File: src/hw/quad_conv_pkg.sv
// Shared constants of the quad converter command and update logic
package quad_conv_pkg;

    // ********************************************************
    // Bus addressing
    // ********************************************************
    // Fixed upper five bits of the local 7-bit slave address
    localparam logic [4:0] SLAVE_ADDR_FIXED = 5'h13;
    // Broadcast slave address shared by all devices on the bus
    localparam logic [6:0] BCAST_ADDR       = 7'h48;
    // Bits in one byte before the acknowledge slot
    localparam logic [3:0] BITS_PER_BYTE    = 4'h8;

    // ********************************************************
    // Command byte field positions
    // ********************************************************
    localparam int EXT_ADDR_HI_POS  = 7;
    localparam int EXT_ADDR_LO_POS  = 6;
    localparam int UPD_MODE_HI_POS  = 5;
    localparam int UPD_MODE_LO_POS  = 4;
    localparam int CHAN_SEL_HI_POS  = 2;
    localparam int CHAN_SEL_LO_POS  = 1;
    localparam int PD_FLAG_POS      = 0;

    // ********************************************************
    // Update modes
    // ********************************************************
    localparam logic [1:0] MODE_STAGE_ONLY = 2'h0;
    localparam logic [1:0] MODE_DIRECT     = 2'h1;
    localparam logic [1:0] MODE_SYNC_ALL   = 2'h2;
    localparam logic [1:0] MODE_BROADCAST  = 2'h3;

    // ********************************************************
    // Register widths and reset values
    // ********************************************************
    localparam int          CHAN_REG_W    = 12;
    localparam int          CONV_DATA_W   = 10;
    localparam logic [11:0] CHAN_REG_RST  = 12'h000;
    localparam logic [7:0]  BYTE_RST      = 8'h00;

    // Serial protocol states
    typedef enum logic [2:0] {
        ST_IDLE,
        ST_ADDR,
        ST_CTRL,
        ST_HIGH,
        ST_LOW,
        ST_IGNORE
    } bus_state_type;

endpackage

File: src/hw/quad_conv_update.sv
// Serial slave, command decode and channel register update logic
//
// Function
// - Mode 00, no power-down: load only selected staging register, outputs hold.
// - Mode 10: write selected staging, load all four output registers at once.
// - Mode 11, select high clear: all outputs take their staging values.
// - Mode 11, select high set, no power-down: all channels take new data.
// - Mode 11, select high set, power-down: all channels take power-down code.
// - First data byte is upper eight bits of the 10-bit code.
// - Power-down flag set: top two bits of first byte are power-down code.
// - Lowest two code bits come from bits 7 and 6 of second byte.
// - Register updates happen at falling clock ending the low byte acknowledge.
// - All channel registers clear to zero at reset, so readback is zero.
// - Rising load strobe copies all staging registers into output registers.
// - Each channel has a 12-bit staging register: two power-down, ten data.
// - Each channel has a 12-bit output register, driving output immediately.
// - Received command byte is held and steers following data bytes.
// - Device acts as 7-bit addressed slave receiver on the two-wire bus.
// - Outside broadcast, act only when extended address bits match the pins.
// - Mode 01: write selected staging and output registers together.
// - Without power-down, keep taking high/low byte pairs until stop or start.
`timescale 1ns/1ps

module quad_conv_update
    import quad_conv_pkg::*;
#(
    parameter int SYNC_W = 7
) (
    // Clock and reset
    input  wire logic        clk_sys,
    input  wire logic        rst,
    // Two-wire serial pins
    input  wire logic        scl_in,
    input  wire logic        sda_in,
    output logic             sda_out,
    output logic             sda_oe,
    // Address straps
    input  wire logic [1:0]  addr_sel_in,
    input  wire logic        ext_addr_bit_hi,
    input  wire logic        ext_addr_bit_lo,
    // Asynchronous load strobe
    input  wire logic        async_load_strobe,
    // Converter register contents
    output logic [11:0]      output_reg_a,
    output logic [11:0]      output_reg_b,
    output logic [11:0]      output_reg_c,
    output logic [11:0]      output_reg_d
);

    // ********************************************************
    // Input synchronisers and glitch filter
    // ********************************************************
    logic [SYNC_W-1:0] sync1_reg;
    logic [SYNC_W-1:0] sync2_reg;
    logic [SYNC_W-1:0] sync3_reg;
    logic [SYNC_W-1:0] filt_reg;
    logic [SYNC_W-1:0] filt_next;
    logic [SYNC_W-1:0] prev_reg;
    logic [SYNC_W-1:0] pins_raw;

    assign pins_raw = {addr_sel_in, ext_addr_bit_hi, ext_addr_bit_lo,
                       async_load_strobe, sda_in, scl_in};

    // A bit only moves once the second and third stages agree
    assign filt_next = (sync2_reg & sync3_reg)
                     | (filt_reg & (sync2_reg | sync3_reg));

    // Three-stage chain, filtered level and its previous value
    always_ff @(posedge clk_sys) begin
        if (rst) begin
            // Whole chain starts high, the bus idle level, so the release of
            // reset shows no false start, stop or clock edge and no strobe rise
            sync1_reg <= '1;
            sync2_reg <= '1;
            sync3_reg <= '1;
            filt_reg  <= '1;
            prev_reg  <= '1;
        end else begin
            sync1_reg <= pins_raw;
            sync2_reg <= sync1_reg;
            sync3_reg <= sync2_reg;
            filt_reg  <= filt_next;
            prev_reg  <= filt_reg;
        end
    end

    // Filtering costs four clocks; the link's low phase must outlast
    // five clocks so the acknowledge is gone before data moves
    // Edge and condition detection on filtered levels
    logic       scl_rise;
    logic       scl_fall;
    logic       start_cond;
    logic       stop_cond;
    logic       strobe_rise;
    logic [1:0] ext_pins;
    logic [1:0] addr_pins;

    assign scl_rise    = filt_reg[0] & ~prev_reg[0];
    assign scl_fall    = ~filt_reg[0] & prev_reg[0];
    // Data moving while the clock is high marks start or stop
    assign start_cond  = filt_reg[0] & prev_reg[0]
                       & ~filt_reg[1] & prev_reg[1];
    assign stop_cond   = filt_reg[0] & prev_reg[0]
                       & filt_reg[1] & ~prev_reg[1];
    assign strobe_rise = filt_reg[2] & ~prev_reg[2];
    assign ext_pins    = filt_reg[4:3];
    assign addr_pins   = filt_reg[6:5];

    // ********************************************************
    // Serial byte engine
    // ********************************************************
    bus_state_type state_reg;
    logic [7:0]    shift_reg;
    logic [3:0]    bit_cnt_reg;
    logic          in_ack_reg;
    logic          ack_reg;
    logic          bcast_reg;
    logic [7:0]    command_byte_reg;
    logic [7:0]    upper_data_byte_reg;
    logic          ack_now;
    logic          is_local;
    logic          is_bcast;

    // Address byte check; read requests are never acknowledged
    assign is_local = (shift_reg[7:1] == {SLAVE_ADDR_FIXED, addr_pins})
                    & ~shift_reg[0];
    assign is_bcast = (shift_reg[7:1] == BCAST_ADDR) & ~shift_reg[0];

    // Decide whether the byte just shifted in earns an acknowledge
    // Read requests and the high-speed master code both miss here
    always_comb begin
        case (state_reg)
            ST_ADDR: ack_now = is_local | is_bcast;
            ST_CTRL: ack_now = 1'b1;
            ST_HIGH: ack_now = 1'b1;
            ST_LOW:  ack_now = 1'b1;
            default: ack_now = 1'b0;
        endcase
    end

    // Open-drain data line only ever pulls low
    // Kept as a register so every top-level output leaves a flop
    always_ff @(posedge clk_sys) begin
        sda_out <= 1'b0;
    end

    // Bit counter parks at eight through the acknowledge clock
    // Protocol sequencing; start and stop override any byte in flight
    always_ff @(posedge clk_sys) begin
        if (rst) begin
            state_reg           <= ST_IDLE;
            shift_reg           <= BYTE_RST;
            bit_cnt_reg         <= '0;
            in_ack_reg          <= 1'b0;
            ack_reg             <= 1'b0;
            bcast_reg           <= 1'b0;
            sda_oe              <= 1'b0;
            command_byte_reg    <= BYTE_RST;
            upper_data_byte_reg <= BYTE_RST;
        end else if (start_cond) begin
            state_reg   <= ST_ADDR;
            bit_cnt_reg <= '0;
            in_ack_reg  <= 1'b0;
            sda_oe      <= 1'b0;
            bcast_reg   <= 1'b0;
        end else if (stop_cond) begin
            state_reg  <= ST_IDLE;
            in_ack_reg <= 1'b0;
            sda_oe     <= 1'b0;
        end else if (state_reg != ST_IDLE) begin
            if (scl_rise && bit_cnt_reg != BITS_PER_BYTE) begin
                shift_reg   <= {shift_reg[6:0], filt_reg[1]};
                bit_cnt_reg <= bit_cnt_reg + 4'h1;
            end
            if (scl_fall) begin
                if (bit_cnt_reg == BITS_PER_BYTE && !in_ack_reg) begin
                    in_ack_reg <= 1'b1;
                    ack_reg    <= ack_now;
                    sda_oe     <= ack_now;
                end else if (in_ack_reg) begin
                    // End of acknowledge slot: hand the byte on
                    in_ack_reg  <= 1'b0;
                    sda_oe      <= 1'b0;
                    bit_cnt_reg <= '0;
                    if (!ack_reg) begin
                        state_reg <= ST_IGNORE;
                    end else begin
                        case (state_reg)
                            ST_ADDR: begin
                                bcast_reg <= is_bcast & ~is_local;
                                state_reg <= ST_CTRL;
                            end
                            ST_CTRL: begin
                                command_byte_reg <= shift_reg;
                                state_reg        <= ST_HIGH;
                            end
                            ST_HIGH: begin
                                upper_data_byte_reg <= shift_reg;
                                state_reg           <= ST_LOW;
                            end
                            ST_LOW: begin
                                // Power-down takes just one byte pair
                                state_reg <= command_byte_reg[PD_FLAG_POS]
                                           ? ST_IGNORE : ST_HIGH;
                            end
                            default: state_reg <= ST_IGNORE;
                        endcase
                    end
                end
            end
        end
    end

    // ********************************************************
    // Command decode
    // ********************************************************
    logic [1:0]  upd_mode;
    logic [1:0]  chan_sel;
    logic        pd_flag;
    logic        ext_match;
    logic        commit;
    logic [11:0] new_word;

    assign upd_mode = {command_byte_reg[UPD_MODE_HI_POS],
                       command_byte_reg[UPD_MODE_LO_POS]};
    assign chan_sel = {command_byte_reg[CHAN_SEL_HI_POS],
                       command_byte_reg[CHAN_SEL_LO_POS]};
    assign pd_flag  = command_byte_reg[PD_FLAG_POS];
    // Broadcast address never counts as a pin match; only mode 11
    // acts under it
    assign ext_match = ({command_byte_reg[EXT_ADDR_HI_POS],
                         command_byte_reg[EXT_ADDR_LO_POS]} == ext_pins)
                     & ~bcast_reg;

    // Low byte acknowledged and its clock now falling
    assign commit = scl_fall & in_ack_reg & ack_reg
                  & (state_reg == ST_LOW)
                  & ((upd_mode == MODE_BROADCAST) | ext_match);

    // Power-down keeps only the code, data bits forced to zero
    assign new_word = pd_flag
        ? {upper_data_byte_reg[7:6], {CONV_DATA_W{1'b0}}}
        : {2'b00, upper_data_byte_reg, shift_reg[7:6]};

    // ********************************************************
    // Channel registers
    // ********************************************************
    logic [CHAN_REG_W-1:0] staging_reg [4];
    logic [CHAN_REG_W-1:0] conv_reg    [4];

    genvar ch;
    generate
        for (ch = 0; ch < 4; ch++) begin : g_chan
            logic sel_hit;
            // Channel index as a two-bit select code
            assign sel_hit = (chan_sel == 2'(ch));

            // Staging register of this channel
            always_ff @(posedge clk_sys) begin
                if (rst) begin
                    staging_reg[ch] <= CHAN_REG_RST;
                end else if (commit) begin
                    if (upd_mode == MODE_BROADCAST) begin
                        if (chan_sel[1]) begin
                            staging_reg[ch] <= new_word;
                        end
                    end else if (sel_hit) begin
                        staging_reg[ch] <= new_word;
                    end
                end
            end

            // Output register; a commit that writes this register beats a same-cycle strobe
            always_ff @(posedge clk_sys) begin
                if (rst) begin
                    conv_reg[ch] <= CHAN_REG_RST;
                end else if (commit && upd_mode == MODE_DIRECT
                             && sel_hit) begin
                    conv_reg[ch] <= new_word;
                end else if (commit && upd_mode == MODE_SYNC_ALL) begin
                    conv_reg[ch] <= sel_hit
                                  ? new_word : staging_reg[ch];
                end else if (commit && upd_mode == MODE_BROADCAST) begin
                    conv_reg[ch] <= chan_sel[1]
                                  ? new_word
                                  : staging_reg[ch];
                end else if (strobe_rise) begin
                    conv_reg[ch] <= staging_reg[ch];
                end
            end
        end
    endgenerate

    // A channel never written reads back as zero
    // Outputs come straight from the channel flops
    assign output_reg_a = conv_reg[0];
    assign output_reg_b = conv_reg[1];
    assign output_reg_c = conv_reg[2];
    assign output_reg_d = conv_reg[3];

endmodule
File: config.mk
export PLATFORM = sky130hd
export DESIGN_NAME = quad_conv_update
export DESIGN_NICKNAME = d
export VERILOG_FILES = /design/src/hw/quad_conv_pkg.sv /design/src/hw/quad_conv_update.sv
export SDC_FILE = /design/constraint.sdc
export NUM_CORES = 1
export LEC_CHECK = 0
export BUFFER_PORTS_ARGS = -buffer_cell sky130_fd_sc_hd__clkbuf_2
export CAP_MARGIN = 10
export CORE_MARGIN = 5
export CORE_UTILIZATION = 35
export DETAILED_ROUTE_END_ITERATION = 10
export GPL_ROUTABILITY_DRIVEN = 1
export GPL_TIMING_DRIVEN = 1
export MAX_ROUTING_LAYER = met4
export PLACE_DENSITY = 0.49
export SLEW_MARGIN = 10
export SYNTH_ARGS = -nofsm -noshare
export SYNTH_HDL_FRONTEND = slang
export SYNTH_SLANG_ARGS = --single-unit
File: constraint.sdc
create_clock -name clk_sys -period 4.1 [get_ports clk_sys]
set_input_delay 0.205 -clock clk_sys [delete_from_list [all_inputs] [get_ports clk_sys]]
set_output_delay 0.205 -clock clk_sys [all_outputs]
set_load 0.05 [all_outputs]
==> out/results.tsv <==
stage	metric	value	unit
run_status	status	complete, no violations	
die	Chip Height	156	µm
power_and_ir_drop	power after layout	3530	µW
timing	Final Max Slew Viols	0	
global_route	vias in the first global route	5316	
finish	Inserted Diodes	0	
power_and_ir_drop	cell leakage power	0.00311	µW
logic_synthesis	most common flop cell mapped by yosys	edfxtp_1	
clock_network	CTS Buffer Depth	2	
global_route	first-pass GRT wire length	29.8	mm
logic_synthesis	syn_area_per_cell	10.3	µm²
timing	final hold vios	0	
timing	Period minus WS final	3050	ps
die	Die W	156	µm
clock_network	Worst-path clk slew	60	ps
setup_path	crit path to	conv_reg[3][9]	
place	Post-DP HPWL	12.6	mm
setup_path	CP Launch Type	flop	
setup_path	CP max-delay cell	o211ai_1	
logic_synthesis	Synth Net Count	728	
worst_hold_path	hold path depth	2	
setup_path	worst reg-to-reg setup slack	1050	ps
route	WL/cell	18.1	µm
setup_path	Crit Reg-Reg Endpoint	conv_reg[3][9]	
timing	Worst-Margin Slew	1150	ps
setup_path	WS Path Type	flop to flop	
power_and_ir_drop	power per cell area	411	mW/mm²
die	die footprint	0.0242	mm²
place	Placed Cells	1005	
place	pre-CTS setup slack	1100	ps
timing	endpoints failing setup	0	
setup_path	R2R cell count	5	
setup_path	Worst Setup SP	command_byte_reg[7]	
die	Core Area	0.0210	mm²
flow_run	max cap viols	0	
timing	Worst Skew	16.7	ps
die	boundary pin count	59	
global_route	largest net degree at the start of global routing	47	
timing	final worst setup slack	1050	ps
global_route	GRT Total Usage	16.3	%
setup_path	Req. time, crit path	4400	ps
logic_synthesis	flop and latch count out of synthesis	161	
global_route	GRT overflow	0	
timing	final critical-path share of the clock period	74.3	%
route	vias per std cell	5.31	
logic_synthesis	Synth Cell Area	0.00742	mm²
timing	RSZ-0062 raised after global routing	false	
finish	Area Growth Syn to Fin	15.8	%
route	Final Routed Wirelength	18.9	mm
logic_synthesis	Post-synth EDFFs	96	
clock_network	Max H-tree Level	4	
timing	Slew headroom	23.0	%
setup_path	worst path cell trace	xor2_1, nor3_2, nand3_1, o211ai_1, o32a_1	
die	# rows	53	
route	# DRC	0	
power_and_ir_drop	Clk pwr share	45.5	%
clock_network	cts repair resizes	0	
logic_synthesis	Mapped Cells	717	
clock_network	Worst-Skew Late Latency	440	ps
setup_path	slowest cell delay on critical path	930	ps
logic_synthesis	ys async rst share	0	%
clock_network	total CTS buffers	17	
finish	share of cells above drive strength 1	17.9	%
finish	final net count	767	
power_and_ir_drop	Logic pwr share	4.2	%
power_and_ir_drop	VDD IR-drop max	0.000256	V
setup_path	RR Startpoint	command_byte_reg[7]	
route	1st-iter DRT viols	516	
place	port buffer count	57	
route	vias post-DR	5543	
power_and_ir_drop	Int Pwr	2750	µW
place	Routability Congestion	0.892	
worst_hold_path	HP Class	primary input to flop	
clock_network	CTS tree	done	
logic_synthesis	Seq/Total Area, Yosys	56.4	%
finish	Non-Filler Instances	1044	
setup_path	Critical Path End Type	flop	
global_route	initial antenna violation count	0	
worst_hold_path	hold path start	rst	
route	antenna-violating nets left	0	
setup_path	CP Max Fanout	15	
logic_synthesis	Yosys warnings	0	
power_and_ir_drop	Sw Pwr	779	µW
setup_path	Worst Path Arrival	3350	ps
clock_network	root buffer cell	clkbuf_16	
power_and_ir_drop	Net Sw Frac	22.1	%
timing	setup_tns	0	ps
route	drt first pass iters	5	
die	Initial Util	35.4	%
clock_network	Clock Sinks	161	
timing	max frequency	328	MHz
clock_network	Post-CTS Setup Bufs	0	
power_and_ir_drop	Reg power frac	50.3	%
logic_synthesis	Synth cell types	62	
-- through the flow --
stage	instance area (µm²)	hold slack, ps	util (%)
3_5_place_dp	7930	392	37.8
4_1_cts	8590	280	41.0
6_report	8590	283	41.0
2_1_floorplan	7420	309	-
3_3_place_gp	7930	388	37.8
5_1_grt	8590	326	41.0
-- synthesized netlist by cell type (5+ instances only) --
master / count / area [µm²]
a211oi_1: 20 / 150
a21oi_1: 42 / 210
a22o_1: 20 / 175
buf_1: 10 / 37.5
buf_2: 6 / 30.0
clkbuf_1: 39 / 146
dfxtp_1: 65 / 1300
edfxtp_1: 96 / 2880
mux2i_1: 25 / 250
nand2_1: 41 / 154
nand2b_1: 24 / 150
nand3_1: 9 / 45.0
nand4_1: 5 / 31.3
nor2_1: 131 / 492
nor2b_1: 18 / 113
nor3_1: 6 / 30.0
o21ai_0: 27 / 135
o21ai_1: 6 / 30.0
o21bai_1: 8 / 60.1
o32a_1: 20 / 200
or2_2: 24 / 150
xor2_1: 6 / 52.6
-- power by group through the flow --
| stage | Clock [µW] | Combinational, µW | Sequential (µW) |
|---|---|---|---|
| 2_1_floorplan | 0 | 44.8 | 1870 |
| 3_3_place_gp | 0 | 144 | 1810 |
| 3_5_place_dp | 0 | 145 | 1810 |
| 4_1_cts | 1640 | 151 | 1770 |
| 5_1_grt | 1710 | 158 | 1780 |
| 6_report | 1600 | 149 | 1770 |
-- layout make-up --
| type | instances | area, µm² |
|---|---|---|
| clock buffers | 19 | 433 |
| clock inverters | 13 | 158 |
| fillers | 2051 | 12400 |
| inverters | 3 | 11.3 |
| multi-input cells | 494 | 2990 |
| flip-flops and latches | 161 | 4180 |
| well taps | 275 | 344 |
| repair buffers | 79 | 468 |
-- layer usage --
metal / vias to the layer above / track usage [%] / wire, µm
met1: 2680 / 22.2 / 9150
met3: 24 / 3.02 / 818
li1: 2679 / - / -
met5: - / - / 0
met4: 0 / 5.79 / 310
met2: 160 / 24.3 / 8640
-- worst min path at each step --
stage,endpoint,slack (ps)
floorplan,sync1_reg[0],310
global placement,sync1_reg[5],390
detailed placement,sync1_reg[5],390
CTS,filt_reg[5],280
global route,filt_reg[5],330
finish,filt_reg[5],280
-- layout by cell type (no fill, tap or decap), drive strengths merged, types with 24 or more instances in the layout --
| cell type | count |
|---|---|
| edfxtp | 96 |
| nand2 | 41 |
| or2 | 24 |
| a21oi | 43 |
| dfxtp | 65 |
| clkbuf | 76 |
| nand2b | 24 |
| mux2i | 25 |
| nor2 | 131 |
| o21ai | 33 |
-- kinds of logic after synthesis --
group,synth area share (%)
XOR/XNOR,0.827
AND/OR/NAND/NOR,18.8
AO/OA/AOI/OAI,16.7
other,0.0506
buffers and inverters,3.49
multiplexers,3.37
adder cells (fa/ha/maj),0.337
flip-flops,56.4
-- timing repair --
item / in CTS / in global routing
hold endpoints to repair: 7 / 0
setup endpoints to repair: 0 / 0
hold buffers: 7 / 0
-- critical path: cells and delay by family, from the launching register on --
kind | cells | cell delay (ps)
simple gates | 2 | 1160
xor+xnor | 1 | 190
flops | 1 | 320
compound gates | 2 | 1240
(Power assumes the default switching activity.)
